**config.mk**
```make
export PLATFORM = sky130hd
export DESIGN_NAME = dlcr_regs
export DESIGN_NICKNAME = d
export VERILOG_FILES = /design/src/include/dlcr_pkg.sv /design/src/dlcr_regs.sv
export SDC_FILE = /design/constraint.sdc
export NUM_CORES = 1
export LEC_CHECK = 0
export BUFFER_PORTS_ARGS = -buffer_cell sky130_fd_sc_hd__buf_2
export CAP_MARGIN = 20
export CORE_ASPECT_RATIO = 1.75
export CORE_MARGIN = 4
export CORE_UTILIZATION = 54
export CTS_BUF_LIST = sky130_fd_sc_hd__clkbuf_8
export CTS_CLUSTER_DIAMETER = 30
export DETAILED_ROUTE_END_ITERATION = 16
export PLACE_DENSITY = 0.84
export SLEW_MARGIN = 15
export SYNTH_ARGS = -nofsm -noshare
export SYNTH_HDL_FRONTEND = slang
export SYNTH_SLANG_ARGS = --single-unit
```
**constraint.sdc**
```tcl
create_clock -name ref_clk -period 3.2 [get_ports ref_clk]
set_input_delay 0.16 -clock ref_clk [delete_from_list [all_inputs] [get_ports ref_clk]]
set_output_delay 0.16 -clock ref_clk [all_outputs]
set_load 0.005 [all_outputs]
```
**src/include/dlcr_pkg.sv**
```systemverilog
// shared constants for the line control register bank
package dlcr_pkg;
  // register indices; byte address is four times the index
  localparam logic [7:0] IDX_PRIMARY = 8'h10;
  localparam logic [7:0] IDX_SECONDARY = 8'h11;
  localparam logic [7:0] IDX_IRQ_STATUS = 8'h12;
  localparam logic [7:0] IDX_IRQ_MASK = 8'h13;
  localparam logic [7:0] IDX_LINE_STATUS = 8'h14;
  // reset values
  localparam logic [7:0] PRIMARY_RST = 8'h08;
  localparam logic [7:0] SECONDARY_RST = 8'h00;
  // primary fields
  localparam int P_OFF_SQL = 7;
  localparam int P_OHS = 6;
  localparam int P_ACT = 5;
  localparam int P_RSVD = 4;
  localparam int P_DCT_LO = 2;
  localparam int P_RZ = 1;
  localparam int P_RT = 0;
  localparam logic [7:0] PRIMARY_WMASK = 8'hEF;
  // secondary fields
  localparam int S_MANUAL_CALIBRATE = 6;
  localparam int S_AUTOCAL_DISABLE = 5;
  localparam int S_LIM = 4;
  localparam int S_OPE = 3;
  localparam int S_BTE = 2;
  localparam int S_ROV = 1;
  localparam int S_BTD = 0;
  localparam logic [7:0] SECONDARY_WMASK = 8'h7F;
  // interrupt status bits
  localparam int I_CAL_DONE = 0;
  localparam int I_OVERLOAD = 1;
  localparam int I_BILLING = 2;
  localparam int I_RX_OVL = 3;
  localparam int IRQ_W = 4;
  // dc termination modes
  localparam logic [1:0] DCT_LOW_V = 2'h0;
  localparam logic [1:0] DCT_JAPAN = 2'h1;
  localparam logic [1:0] DCT_FCC = 2'h2;
  localparam logic [1:0] DCT_CTR21 = 2'h3;
  localparam logic [3:0] LOOP_MAX = 4'hF;
  // on-hook counter lengths in sample periods; calibration length in clock cycles
  localparam int ONHOOK_FAST_FS = 1024;
  localparam int ONHOOK_SLOW_FS = 4096;
  localparam int CAL_CYCLES = 256;
endpackage : dlcr_pkg

```
**src/dlcr_regs.sv**
```systemverilog
// line control register bank with apb slave, hook sequencing and irq
//
// Register access over APB is this design's own decision.
`timescale 1ns/10ps

module dlcr_regs #(
  parameter int FAST_FS = dlcr_pkg::ONHOOK_FAST_FS,
  parameter int SLOW_FS = dlcr_pkg::ONHOOK_SLOW_FS,
  parameter int CAL_LEN = dlcr_pkg::CAL_CYCLES
) (
  // clock and reset
  input wire logic ref_clk,
  input wire logic sys_rst,
  // apb slave
  input wire logic psel,
  input wire logic penable,
  input wire logic pwrite,
  input wire logic [7:0] paddr,
  input wire logic [31:0] pwdata,
  output logic [31:0] prdata,
  output logic pready,
  output logic pslverr,
  // line side inputs
  input wire logic hook_request,
  input wire logic fs_tick,
  input wire logic [3:0] loop_current_level,
  input wire logic billing_tone_seen,
  input wire logic rx_overload_seen,
  // line side controls
  output logic line_offhook,
  output logic onhook_ramp,
  output logic dc_term_disable,
  output logic dct_pin_reduced,
  output logic hookswitch_reduced,
  output logic ring_squelch_en,
  output logic ac_termination_choice,
  output logic [1:0] dc_termination_mode,
  output logic current_clamp_active,
  output logic ringer_impedance_sel,
  output logic ring_threshold_sel,
  output logic cal_busy,
  // interrupt
  output logic irq
);
  typedef enum logic [1:0] {ST_ONHOOK, ST_OFFHOOK, ST_RAMP} dlcr_hook_t;
  // status and mask width follows the package event count
  localparam int IRQ_W_L = dlcr_pkg::IRQ_W;

  dlcr_hook_t hook_st, next_hook_st;
  logic [7:0] primary, next_primary;
  logic [7:0] secondary, next_secondary;
  logic [IRQ_W_L-1:0] irq_status, next_irq_status;
  logic [IRQ_W_L-1:0] irq_mask, next_irq_mask;
  logic [12:0] ramp_cnt, next_ramp_cnt;
  logic [15:0] cal_cnt, next_cal_cnt;
  logic overload_trip, next_overload_trip;
  logic billing_trip, next_billing_trip;
  logic [31:0] next_prdata;
  logic next_pready, next_pslverr, next_irq;
  logic next_line_offhook, next_onhook_ramp, next_dc_term_disable;
  logic next_ring_squelch_en, next_clamp, next_cal_busy;

  // apb decode: write commits at the access edge that carries pready
  logic wr_en, setup;
  logic [7:0] idx;
  logic hit;
  always_comb begin
    setup = psel & ~penable;
    idx = {2'h0, paddr[7:2]};
    hit = (idx >= dlcr_pkg::IDX_PRIMARY) &&
          (idx <= dlcr_pkg::IDX_LINE_STATUS) && (paddr[1:0] == 2'h0);
    // a refused access must leave every register untouched
    wr_en = psel & penable & pready & pwrite & hit;
  end

  // register file, flags and interrupt status
  always_comb begin
    logic [7:0] wd;
    logic cal_start;
    logic [IRQ_W_L-1:0] ev;
    wd = pwdata[7:0];
    cal_start = 1'b0;
    ev = '0;
    next_primary = primary;
    next_secondary = secondary;
    next_irq_mask = irq_mask;
    next_irq_status = irq_status;
    if (wr_en && idx == dlcr_pkg::IDX_PRIMARY) begin
      // reserved bit 4 is never stored so it reads zero
      next_primary = wd & dlcr_pkg::PRIMARY_WMASK;
    end
    if (wr_en && idx == dlcr_pkg::IDX_SECONDARY) begin
      next_secondary = wd & dlcr_pkg::SECONDARY_WMASK;
      // of the writes, only a fresh 0 to 1 write of the bit starts a calibration
      cal_start = wd[dlcr_pkg::S_MANUAL_CALIBRATE] &
                  ~secondary[dlcr_pkg::S_MANUAL_CALIBRATE];
    end
    if (wr_en && idx == dlcr_pkg::IDX_IRQ_MASK) begin
      next_irq_mask = wd[IRQ_W_L-1:0];
    end
    // line events set the flag bits; setting beats a same-cycle write
    if (rx_overload_seen) begin
      next_secondary[dlcr_pkg::S_ROV] = 1'b1;
    end
    if (billing_tone_seen) begin
      next_secondary[dlcr_pkg::S_BTD] = 1'b1;
    end
    // auto calibration on going off-hook unless disabled
    if (hook_st == ST_ONHOOK && hook_request &&
        !secondary[dlcr_pkg::S_AUTOCAL_DISABLE]) begin
      cal_start = 1'b1;
    end
    // calibration timer
    // a start while busy reloads the timer and restarts the run
    next_cal_busy = cal_busy;
    next_cal_cnt = cal_cnt;
    if (cal_start) begin
      next_cal_busy = 1'b1;
      next_cal_cnt = 16'(CAL_LEN - 1);
    end else if (cal_busy) begin
      if (cal_cnt == 16'h0000) begin
        next_cal_busy = 1'b0;
        ev[dlcr_pkg::I_CAL_DONE] = 1'b1;
      end else begin
        next_cal_cnt = cal_cnt - 16'h0001;
      end
    end
    // overload trip holds until protection is written back to zero
    next_overload_trip = overload_trip;
    if (!secondary[dlcr_pkg::S_OPE]) begin
      next_overload_trip = 1'b0;
    end else if (line_offhook &&
                 loop_current_level == dlcr_pkg::LOOP_MAX) begin
      next_overload_trip = 1'b1;
      ev[dlcr_pkg::I_OVERLOAD] = ~overload_trip;
    end
    // billing tone protection while off-hook
    next_billing_trip = line_offhook & secondary[dlcr_pkg::S_BTE] &
                        secondary[dlcr_pkg::S_BTD];
    ev[dlcr_pkg::I_BILLING] = billing_tone_seen &
                              ~secondary[dlcr_pkg::S_BTD];
    ev[dlcr_pkg::I_RX_OVL] = rx_overload_seen &
                             ~secondary[dlcr_pkg::S_ROV];
    if (wr_en && idx == dlcr_pkg::IDX_IRQ_STATUS) begin
      next_irq_status = irq_status & ~wd[IRQ_W_L-1:0];
    end
    next_irq_status = next_irq_status | ev;
    // irq follows the values being stored, so a clear never lags a cycle
    next_irq = |(next_irq_status & next_irq_mask);
  end

  // hook sequencer: going on-hook waits out the on-hook counter
  always_comb begin
    next_hook_st = hook_st;
    next_ramp_cnt = ramp_cnt;
    case (hook_st)
      ST_ONHOOK: begin
        if (hook_request) begin
          next_hook_st = ST_OFFHOOK;
        end
      end
      ST_OFFHOOK: begin
        if (!hook_request) begin
          next_hook_st = ST_RAMP;
          // length latched here; a later speed change does not stretch it
          next_ramp_cnt = primary[dlcr_pkg::P_OHS] ?
                          13'(SLOW_FS - 1) : 13'(FAST_FS - 1);
        end
      end
      ST_RAMP: begin
        // a new off-hook request during the ramp aborts it at once
        if (hook_request) begin
          next_hook_st = ST_OFFHOOK;
        end else if (fs_tick) begin
          if (ramp_cnt == 13'h0000) begin
            next_hook_st = ST_ONHOOK;
          end else begin
            next_ramp_cnt = ramp_cnt - 13'h0001;
          end
        end
      end
      default: begin
        next_hook_st = ST_ONHOOK;
      end
    endcase
    next_line_offhook = next_hook_st != ST_ONHOOK;
    next_onhook_ramp = next_hook_st == ST_RAMP;
  end

  // line controls derived from fields and hook state
  always_comb begin
    logic off_sql;
    off_sql = primary[dlcr_pkg::P_OFF_SQL];
    next_dc_term_disable = line_offhook &
                           (off_sql | overload_trip | billing_trip);
    // squelch matters only on-hook; host owns its timing
    next_ring_squelch_en = ~line_offhook & off_sql;
    next_clamp = secondary[dlcr_pkg::S_LIM] &
                 (primary[3:2] == dlcr_pkg::DCT_CTR21);
  end

  // read mux, prepared in the setup cycle for the access cycle
  always_comb begin
    next_prdata = 32'h0000_0000;
    next_pslverr = 1'b0;
    next_pready = setup;
    if (setup) begin
      next_pslverr = ~hit;
      // refused addresses read as zero beside the error flag
      case (hit ? idx : 8'h00)
        dlcr_pkg::IDX_PRIMARY: next_prdata[7:0] = primary;
        dlcr_pkg::IDX_SECONDARY: next_prdata[7:0] = secondary;
        dlcr_pkg::IDX_IRQ_STATUS: next_prdata[3:0] = irq_status;
        dlcr_pkg::IDX_IRQ_MASK: next_prdata[3:0] = irq_mask;
        dlcr_pkg::IDX_LINE_STATUS: begin
          next_prdata[3:0] = {overload_trip, cal_busy, onhook_ramp,
                              line_offhook};
        end
        default: next_prdata = 32'h0000_0000;
      endcase
    end
  end

  // state registers
  // reset is synchronous, so every reset branch holds constants only
  always_ff @(posedge ref_clk) begin
    if (sys_rst) begin
      primary <= dlcr_pkg::PRIMARY_RST;
      secondary <= dlcr_pkg::SECONDARY_RST;
      irq_status <= '0;
      irq_mask <= '0;
      hook_st <= ST_ONHOOK;
      ramp_cnt <= 13'h0000;
      cal_cnt <= 16'h0000;
      cal_busy <= 1'b0;
      overload_trip <= 1'b0;
      billing_trip <= 1'b0;
      line_offhook <= 1'b0;
      onhook_ramp <= 1'b0;
      dc_term_disable <= 1'b0;
      ring_squelch_en <= 1'b0;
      current_clamp_active <= 1'b0;
      prdata <= 32'h0000_0000;
      pready <= 1'b0;
      pslverr <= 1'b0;
      irq <= 1'b0;
    end else begin
      primary <= next_primary;
      secondary <= next_secondary;
      irq_status <= next_irq_status;
      irq_mask <= next_irq_mask;
      hook_st <= next_hook_st;
      ramp_cnt <= next_ramp_cnt;
      cal_cnt <= next_cal_cnt;
      cal_busy <= next_cal_busy;
      overload_trip <= next_overload_trip;
      billing_trip <= next_billing_trip;
      line_offhook <= next_line_offhook;
      onhook_ramp <= next_onhook_ramp;
      dc_term_disable <= next_dc_term_disable;
      ring_squelch_en <= next_ring_squelch_en;
      current_clamp_active <= next_clamp;
      prdata <= next_prdata;
      pready <= next_pready;
      pslverr <= next_pslverr;
      irq <= next_irq;
    end
  end

  // field copies registered so outputs come straight from flops
  always_ff @(posedge ref_clk) begin
    if (sys_rst) begin
      dct_pin_reduced <= 1'b0;
      hookswitch_reduced <= 1'b0;
      ac_termination_choice <= 1'b0;
      // fcc mode here agrees with the primary register's reset value
      dc_termination_mode <= dlcr_pkg::DCT_FCC;
      ringer_impedance_sel <= 1'b0;
      ring_threshold_sel <= 1'b0;
    end else begin
      dct_pin_reduced <= next_dc_term_disable;
      hookswitch_reduced <= line_offhook & overload_trip;
      ac_termination_choice <= primary[dlcr_pkg::P_ACT];
      dc_termination_mode <= primary[3:2];
      ringer_impedance_sel <= primary[dlcr_pkg::P_RZ];
      ring_threshold_sel <= primary[dlcr_pkg::P_RT];
    end
  end
endmodule : dlcr_regs

```
==> flow_summary.yaml, run 1 <==
worst_setup_path:
  r2r-start: "cal_cnt[3]"
  arrival_ns: 2.85
  crit_fanout: 13
  worstSetupPathType: "reg2reg"
  cp_slowest_cell: "or4_1"
  path_cells: "or4_1, or4_4, o211ai_1, or4_2, a31oi_1"
  crit_path_end_kind: "flop"
  startpoint_type: "flop"
  startpoint: "cal_cnt[3]"
  worstPathRequired_ns: 3.42
  cpPeakStageDelay_ns: 0.69
sta:
  worst_pin_slew_ns: 0.693
  holdWs_ns: 0.0557
  final-max-slew-violation-count: 0
  fin_tns_setup_ns: 0
  grt_setup_unrepaired: "no"
  finClkSkew_ns: 0.00779
  hold_viol: 0
  setup_viol: 0
  finalCriticalPeriod_ns: 2.63
  min_period_over_period_pct: 82.3
  fmax_mhz: 380
  relSlewSlack_pct: 53.4
place:
  io_buffers: 52
  gp_congestion: 0.893
  hpwl_um: 6020
clocking:
  htreeDepth: 3
  clkSinkCount: 78
  postCtsSetupBuffers: 0
  hold_buffers: 0
  cts_tree: "yes"
  worstSkewPairLatency_ns: 0.35
  cts_buffers: 9
  clk_pin_slew_ns: 0.07
  clock_path_buffers: 2
  ctsResizeCount: 0
  cts-root-buf: "clkbuf_8"
route:
  routedWlPerCell_um: 14.7
  viasPerCell: 5.56
  drtPass1Iterations: 4
  ant_nets: 0
  drc_errors: 0
  drt-initial-drc-count: 183
  vias: 3030
  routed_wl_um: 8000
logic_synthesis:
  synth_cell_types: 59
  synth_top_area_cell: "dfxtp_1"
  ys_ff_latch: 78
  seq_area_frac_synth_pct: 42.7
  ys.flop_type: "dfxtp_1"
  syn_avg_cell_area_um2: 8.87
  synthCells: 412
  syn-cell-area_mm2: 0.00365
  synthArstFlopShare_pct: 0
  synth_top_area_share_pct: 42.7
  ys_warn_count: 0
  synth_area_leaders: "dfxtp_1 (43%), buf_4 (5.1%), a21oi_1 (5.1%), nand2_1 (4.6%), xor2_1 (2.6%)"
  synth_edf_count: 0
  synth_common_cells: "dfxtp_1 (78), nand2_1 (45), a21oi_1 (37)"
  yosysMostFrequentCell: "dfxtp_1"
global_routing:
  overflow: 0
  grt_pass1_wl_um: 12900
  grt_max_degree: 28
  grt_antenna_before_repair: 0
  first_global_vias: 2859
  track_usage_pct: 19.8
final_layout:
  diodes: 0
  final_nets: 515
  fillers: 569
  drive_above_1_share_pct: 18.8
  syn_to_final_growth_pct: 10.5
floorplanning:
  core_mm2: 0.00654
  die_h_um: 117
  die_w_um: 70.2
  initial_core_util_pct: 55.9
  pin_count: 101
  dieArea_mm2: 0.00820
  row_count: 39
job:
  max_cap_violations: 0
pwr:
  power_density_mw_per_mm2: 473
  p_leak_nw: 1.62
  ir_drop_v: 0.000282
  finalPower_w: 0.00191
min_path:
  holdCritPathClass: "in2reg"
  min_from: "hook_request"
outcome:
  outcome: "completed"
metrics by stage:
step | util (%) | cells | instance area, um2 | setup WS [ns]
2_1_floorplan | - | 435 | 3740 | 0.877
3_3_place_gp | 59.2 | 530 | 3870 | 0.638
3_5_place_dp | 59.2 | 530 | 3870 | 0.578
4_1_cts | 61.8 | 545 | 4040 | 0.553
5_1_grt | 61.8 | 545 | 4040 | 0.438
6_report | 61.8 | 545 | 4040 | 0.566
layer usage:
layer	track usage, %	routed length [um]	vias to the layer above
li1	-	-	1505
met1	20.4	3180	1428
met2	37.2	4220	78
met3	4.79	392	19
met4	9.97	198	0
met5	0	0	-
sequential cells by signal, indices dropped and copies added, names as in the netlist, 2 cells and up:
| name | flops |
|---|---|
| irq_status | 4 |
| cal_cnt | 16 |
| secondary | 7 |
| primary | 7 |
| dc_termination_mode | 2 |
| irq_mask | 4 |
| ramp_cnt | 13 |
| hook_st | 2 |
| prdata | 8 |
placed cells by master, fill, tap and decap left out, drive strengths merged, types with 7 or more instances in the layout:
cell and count:
nand2b 8, conb 24, o21ai 7, inv 15, mux2i 9, xor2 11, nor3 14, nand2 45
xnor2 9, dfxtp 78, buf 57, nor4 12, nor2b 9, or4 7, nor2 22, clkbuf 11
a21oi 37
logic make-up after synthesis:
group | share of synthesized area [%]
simple gates | 24.9
flops | 42.7
compound gates | 13.0
buf+inv | 8.59
xor+xnor | 4.79
mux | 4.93
fa+ha+maj | 1.03
other cells | 0.103
path summary, 6_finish.rpt:
path | endpoint | slack, ns | cells after the start
hold / removal | hook_st[1] | 0.06 | 2
setup reg to reg | cal_cnt[5] | 0.57 | 5
setup / recovery | cal_cnt[5] | 0.57 | 5
hold reg to reg | dct_pin_reduced | 0.44 | 1
cell type report:
| cell class | count | area (um2) | share of cell area [%] |
|---|---|---|---|
| Timing Repair Buffer | 57 | 298 | 7.37 |
| Clock inverter | 4 | 16.3 | 0.403 |
| Inverter | 12 | 45.0 | 1.11 |
| Multi-Input combinational cell | 301 | 1870 | 46.2 |
| Sequential cell | 78 | 1560 | 38.6 |
| Clock buffer | 11 | 151 | 3.75 |
| Tap cell | 82 | 103 | 2.54 |
critical path: cells and delay by family, from the launching register on:
kind               cells  cell delay (ns)
and+or+nand+nor        3             1.56
DFF                    1             0.36
AOI/OAI and AO/OA      2             0.59
power by group:
group          internal, W  total (W)  switching (W)
Combinational    0.0000979   0.000247       0.000149
Sequential         0.00100    0.00103      0.0000314
Clock             0.000310   0.000632       0.000321
Total              0.00141    0.00191       0.000502
Power figures use the tool's default switching activity.
==> run 2: changes to the inputs <==
==> constraint.sdc (replaced) <==
create_clock -name ref_clk -period 2.5 [get_ports ref_clk]
set_input_delay 0.125 -clock ref_clk [delete_from_list [all_inputs] [get_ports ref_clk]]
set_output_delay 0.125 -clock ref_clk [all_outputs]
set_load 0.005 [all_outputs]
==> run 2 against run 1 <==
- count of clock-buffer cells in the layout increased by 1
- sequential share of layout area decreased by 0.62 points
- register-to-register slack lost 0.46 ns
==> flow_summary.yaml, run 2 (synthesis results as in run 1) <==
outcome:
  outcome: "completed"
final_layout:
  final_cell_mix: "dfxtp_1 (78), buf_2 (52), nand2_1 (45), a21oi_1 (37), conb_1 (24)"
  drive_above_1_share_pct: 20.4
  final_nets: 523
  finish.instance_area_mm2: 0.00411
  largest_reg_flops: 16
  largestRegisters: "cal_cnt (16), ramp_cnt (13), prdata (8)"
  regMostFlops: "cal_cnt"
  final_common_cell: "dfxtp_1"
  diodes: 0
  syn_to_final_growth_pct: 12.4
global_routing:
  overflow: 0
  grt_pass1_wl_um: 13900
  track_usage_pct: 21.3
  first_global_vias: 3092
  grt_max_degree: 49
  grt_antenna_before_repair: 0
route:
  routedWlPerCell_um: 15.0
  drtPass1Iterations: 5
  vias: 3086
  routed_wl_um: 8300
  drc_errors: 0
  drt-initial-drc-count: 313
  viasPerCell: 5.59
  ant_nets: 0
job:
  max_cap_violations: 0
worst_setup_path:
  worstSetupPathType: "reg2reg"
  startpoint_type: "flop"
  crit_fanout: 13
  path_cells: "or4_1, or4_4, o211ai_1, buf_4, xor2_1, a21oi_1"
  arrival_ns: 2.62
  worstPathRequired_ns: 2.72
  cp_slowest_cell: "or4_4"
  cpPeakStageDelay_ns: 0.63
  crit_path_end_kind: "flop"
place:
  hpwl_um: 6110
  io_buffers: 52
  gp_congestion: 0.901
  dp_slack_ns: 0.0862
  post_dp_cell_area_mm2: 0.00393
floorplanning:
  dieArea_mm2: 0.00820
  die_h_um: 117
  row_count: 39
  core_mm2: 0.00654
  initial_core_util_pct: 55.9
  die_w_um: 70.2
  pin_count: 101
sta:
  hold_viol: 0
  worst_pin_slew_ns: 0.523
  finClkSkew_ns: 0.00582
  finalWorstSetupSlack_ns: 0.108
  fmax_mhz: 418
  finalCriticalPeriod_ns: 2.39
  setup_viol: 0
  min_period_over_period_pct: 95.7
  relSlewSlack_pct: 65.1
  final-max-slew-violation-count: 0
  fin_tns_setup_ns: 0
  grt_setup_unrepaired: "no"
clocking:
  postCtsSetupBuffers: 0
  clkSinkCount: 78
  clock_path_buffers: 2
  cts_buffers: 9
  clk_pin_slew_ns: 0.07
  cts_tree: "yes"
  worstSkewPairLatency_ns: 0.36
  htreeDepth: 3
  cts-root-buf: "clkbuf_8"
pwr:
  ir_drop_v: 0.000376
  p_leak_nw: 1.65
  switching_share_pct: 26.6
  combPwrFrac_pct: 13.7
  switching_power_w: 0.000669
  p_int_w: 0.00185
  clkPwrFrac_pct: 34.0
  power_density_mw_per_mm2: 612
  sequentialPowerShare_pct: 52.3
min_path:
  holdCritPathClass: "in2reg"
[run 2: cell types whose count changed in the layout (fill, tap and decap cells not counted), sizes merged]
cell    before  now
buf         57   65
inv         15   13
clkbuf      11   12
[run 2: repair_timing]
action,4_1_cts,5_1_grt
hold endpoints to repair,0,0
gates resized for setup,0,1
endpoints found under the setup margin,0,2
hold buffers,0,0
[run 2: stage by stage]
stage | cells | total power (W) | utilization, % | hold slack (ns)
after floorplan | 435 | 0.00160 | - | 0.203
after global placement | 538 | 0.00167 | 60.1 | 0.376
after detailed placement | 538 | 0.00168 | 60.1 | 0.380
after CTS | 552 | 0.00252 | 62.8 | 0.00664
after global routing | 552 | 0.00262 | 62.8 | 0.0281
final | 552 | 0.00251 | 62.8 | 0.0124
[run 2: path summary, 6_finish.rpt]
kind,cells past startpoint,from,end,slack (ns)
setup / recovery,6,cal_cnt[3],cal_cnt[3],0.11
hold / removal,3,pwdata[4],secondary[4],0.01
setup reg to reg,6,cal_cnt[3],cal_cnt[3],0.11
hold reg to reg,2,secondary[4],prdata[4],0.45
[run 2: final cells by class]
type | count | area [um2]
clock inverters | 2 | 8.76
flip-flops and latches | 78 | 1560
multi-input cells | 301 | 1870
well taps | 82 | 103
fillers | 571 | 2430
repair buffers | 65 | 358
inverters | 12 | 45.0
clock buffers | 12 | 165
[run 2: critical path: cells and delay by family, from the launching register on]
| family | cells | cell delay [ns] |
|---|---|---|
| simple gates | 2 | 1.20 |
| compound gates | 2 | 0.37 |
| flops | 1 | 0.36 |
| buf+inv | 1 | 0.19 |
| xor+xnor | 1 | 0.14 |
[run 2: power by group through the flow]
stage               registers (W)  logic (W)  clock network [W]
floorplan                 0.00134   0.000267                  0
global placement          0.00134   0.000325                  0
CTS                       0.00132   0.000340           0.000863
detailed placement        0.00134   0.000338                  0
finish                    0.00132   0.000344           0.000855
global route              0.00132   0.000387           0.000917
[run 2: metal layers]
metal | global-route usage (%) | wire length (um)
met1 | 22.2 | 3140
met5 | 0 | 0
met4 | 11.0 | 241
met2 | 39.9 | 4500
met3 | 4.53 | 422
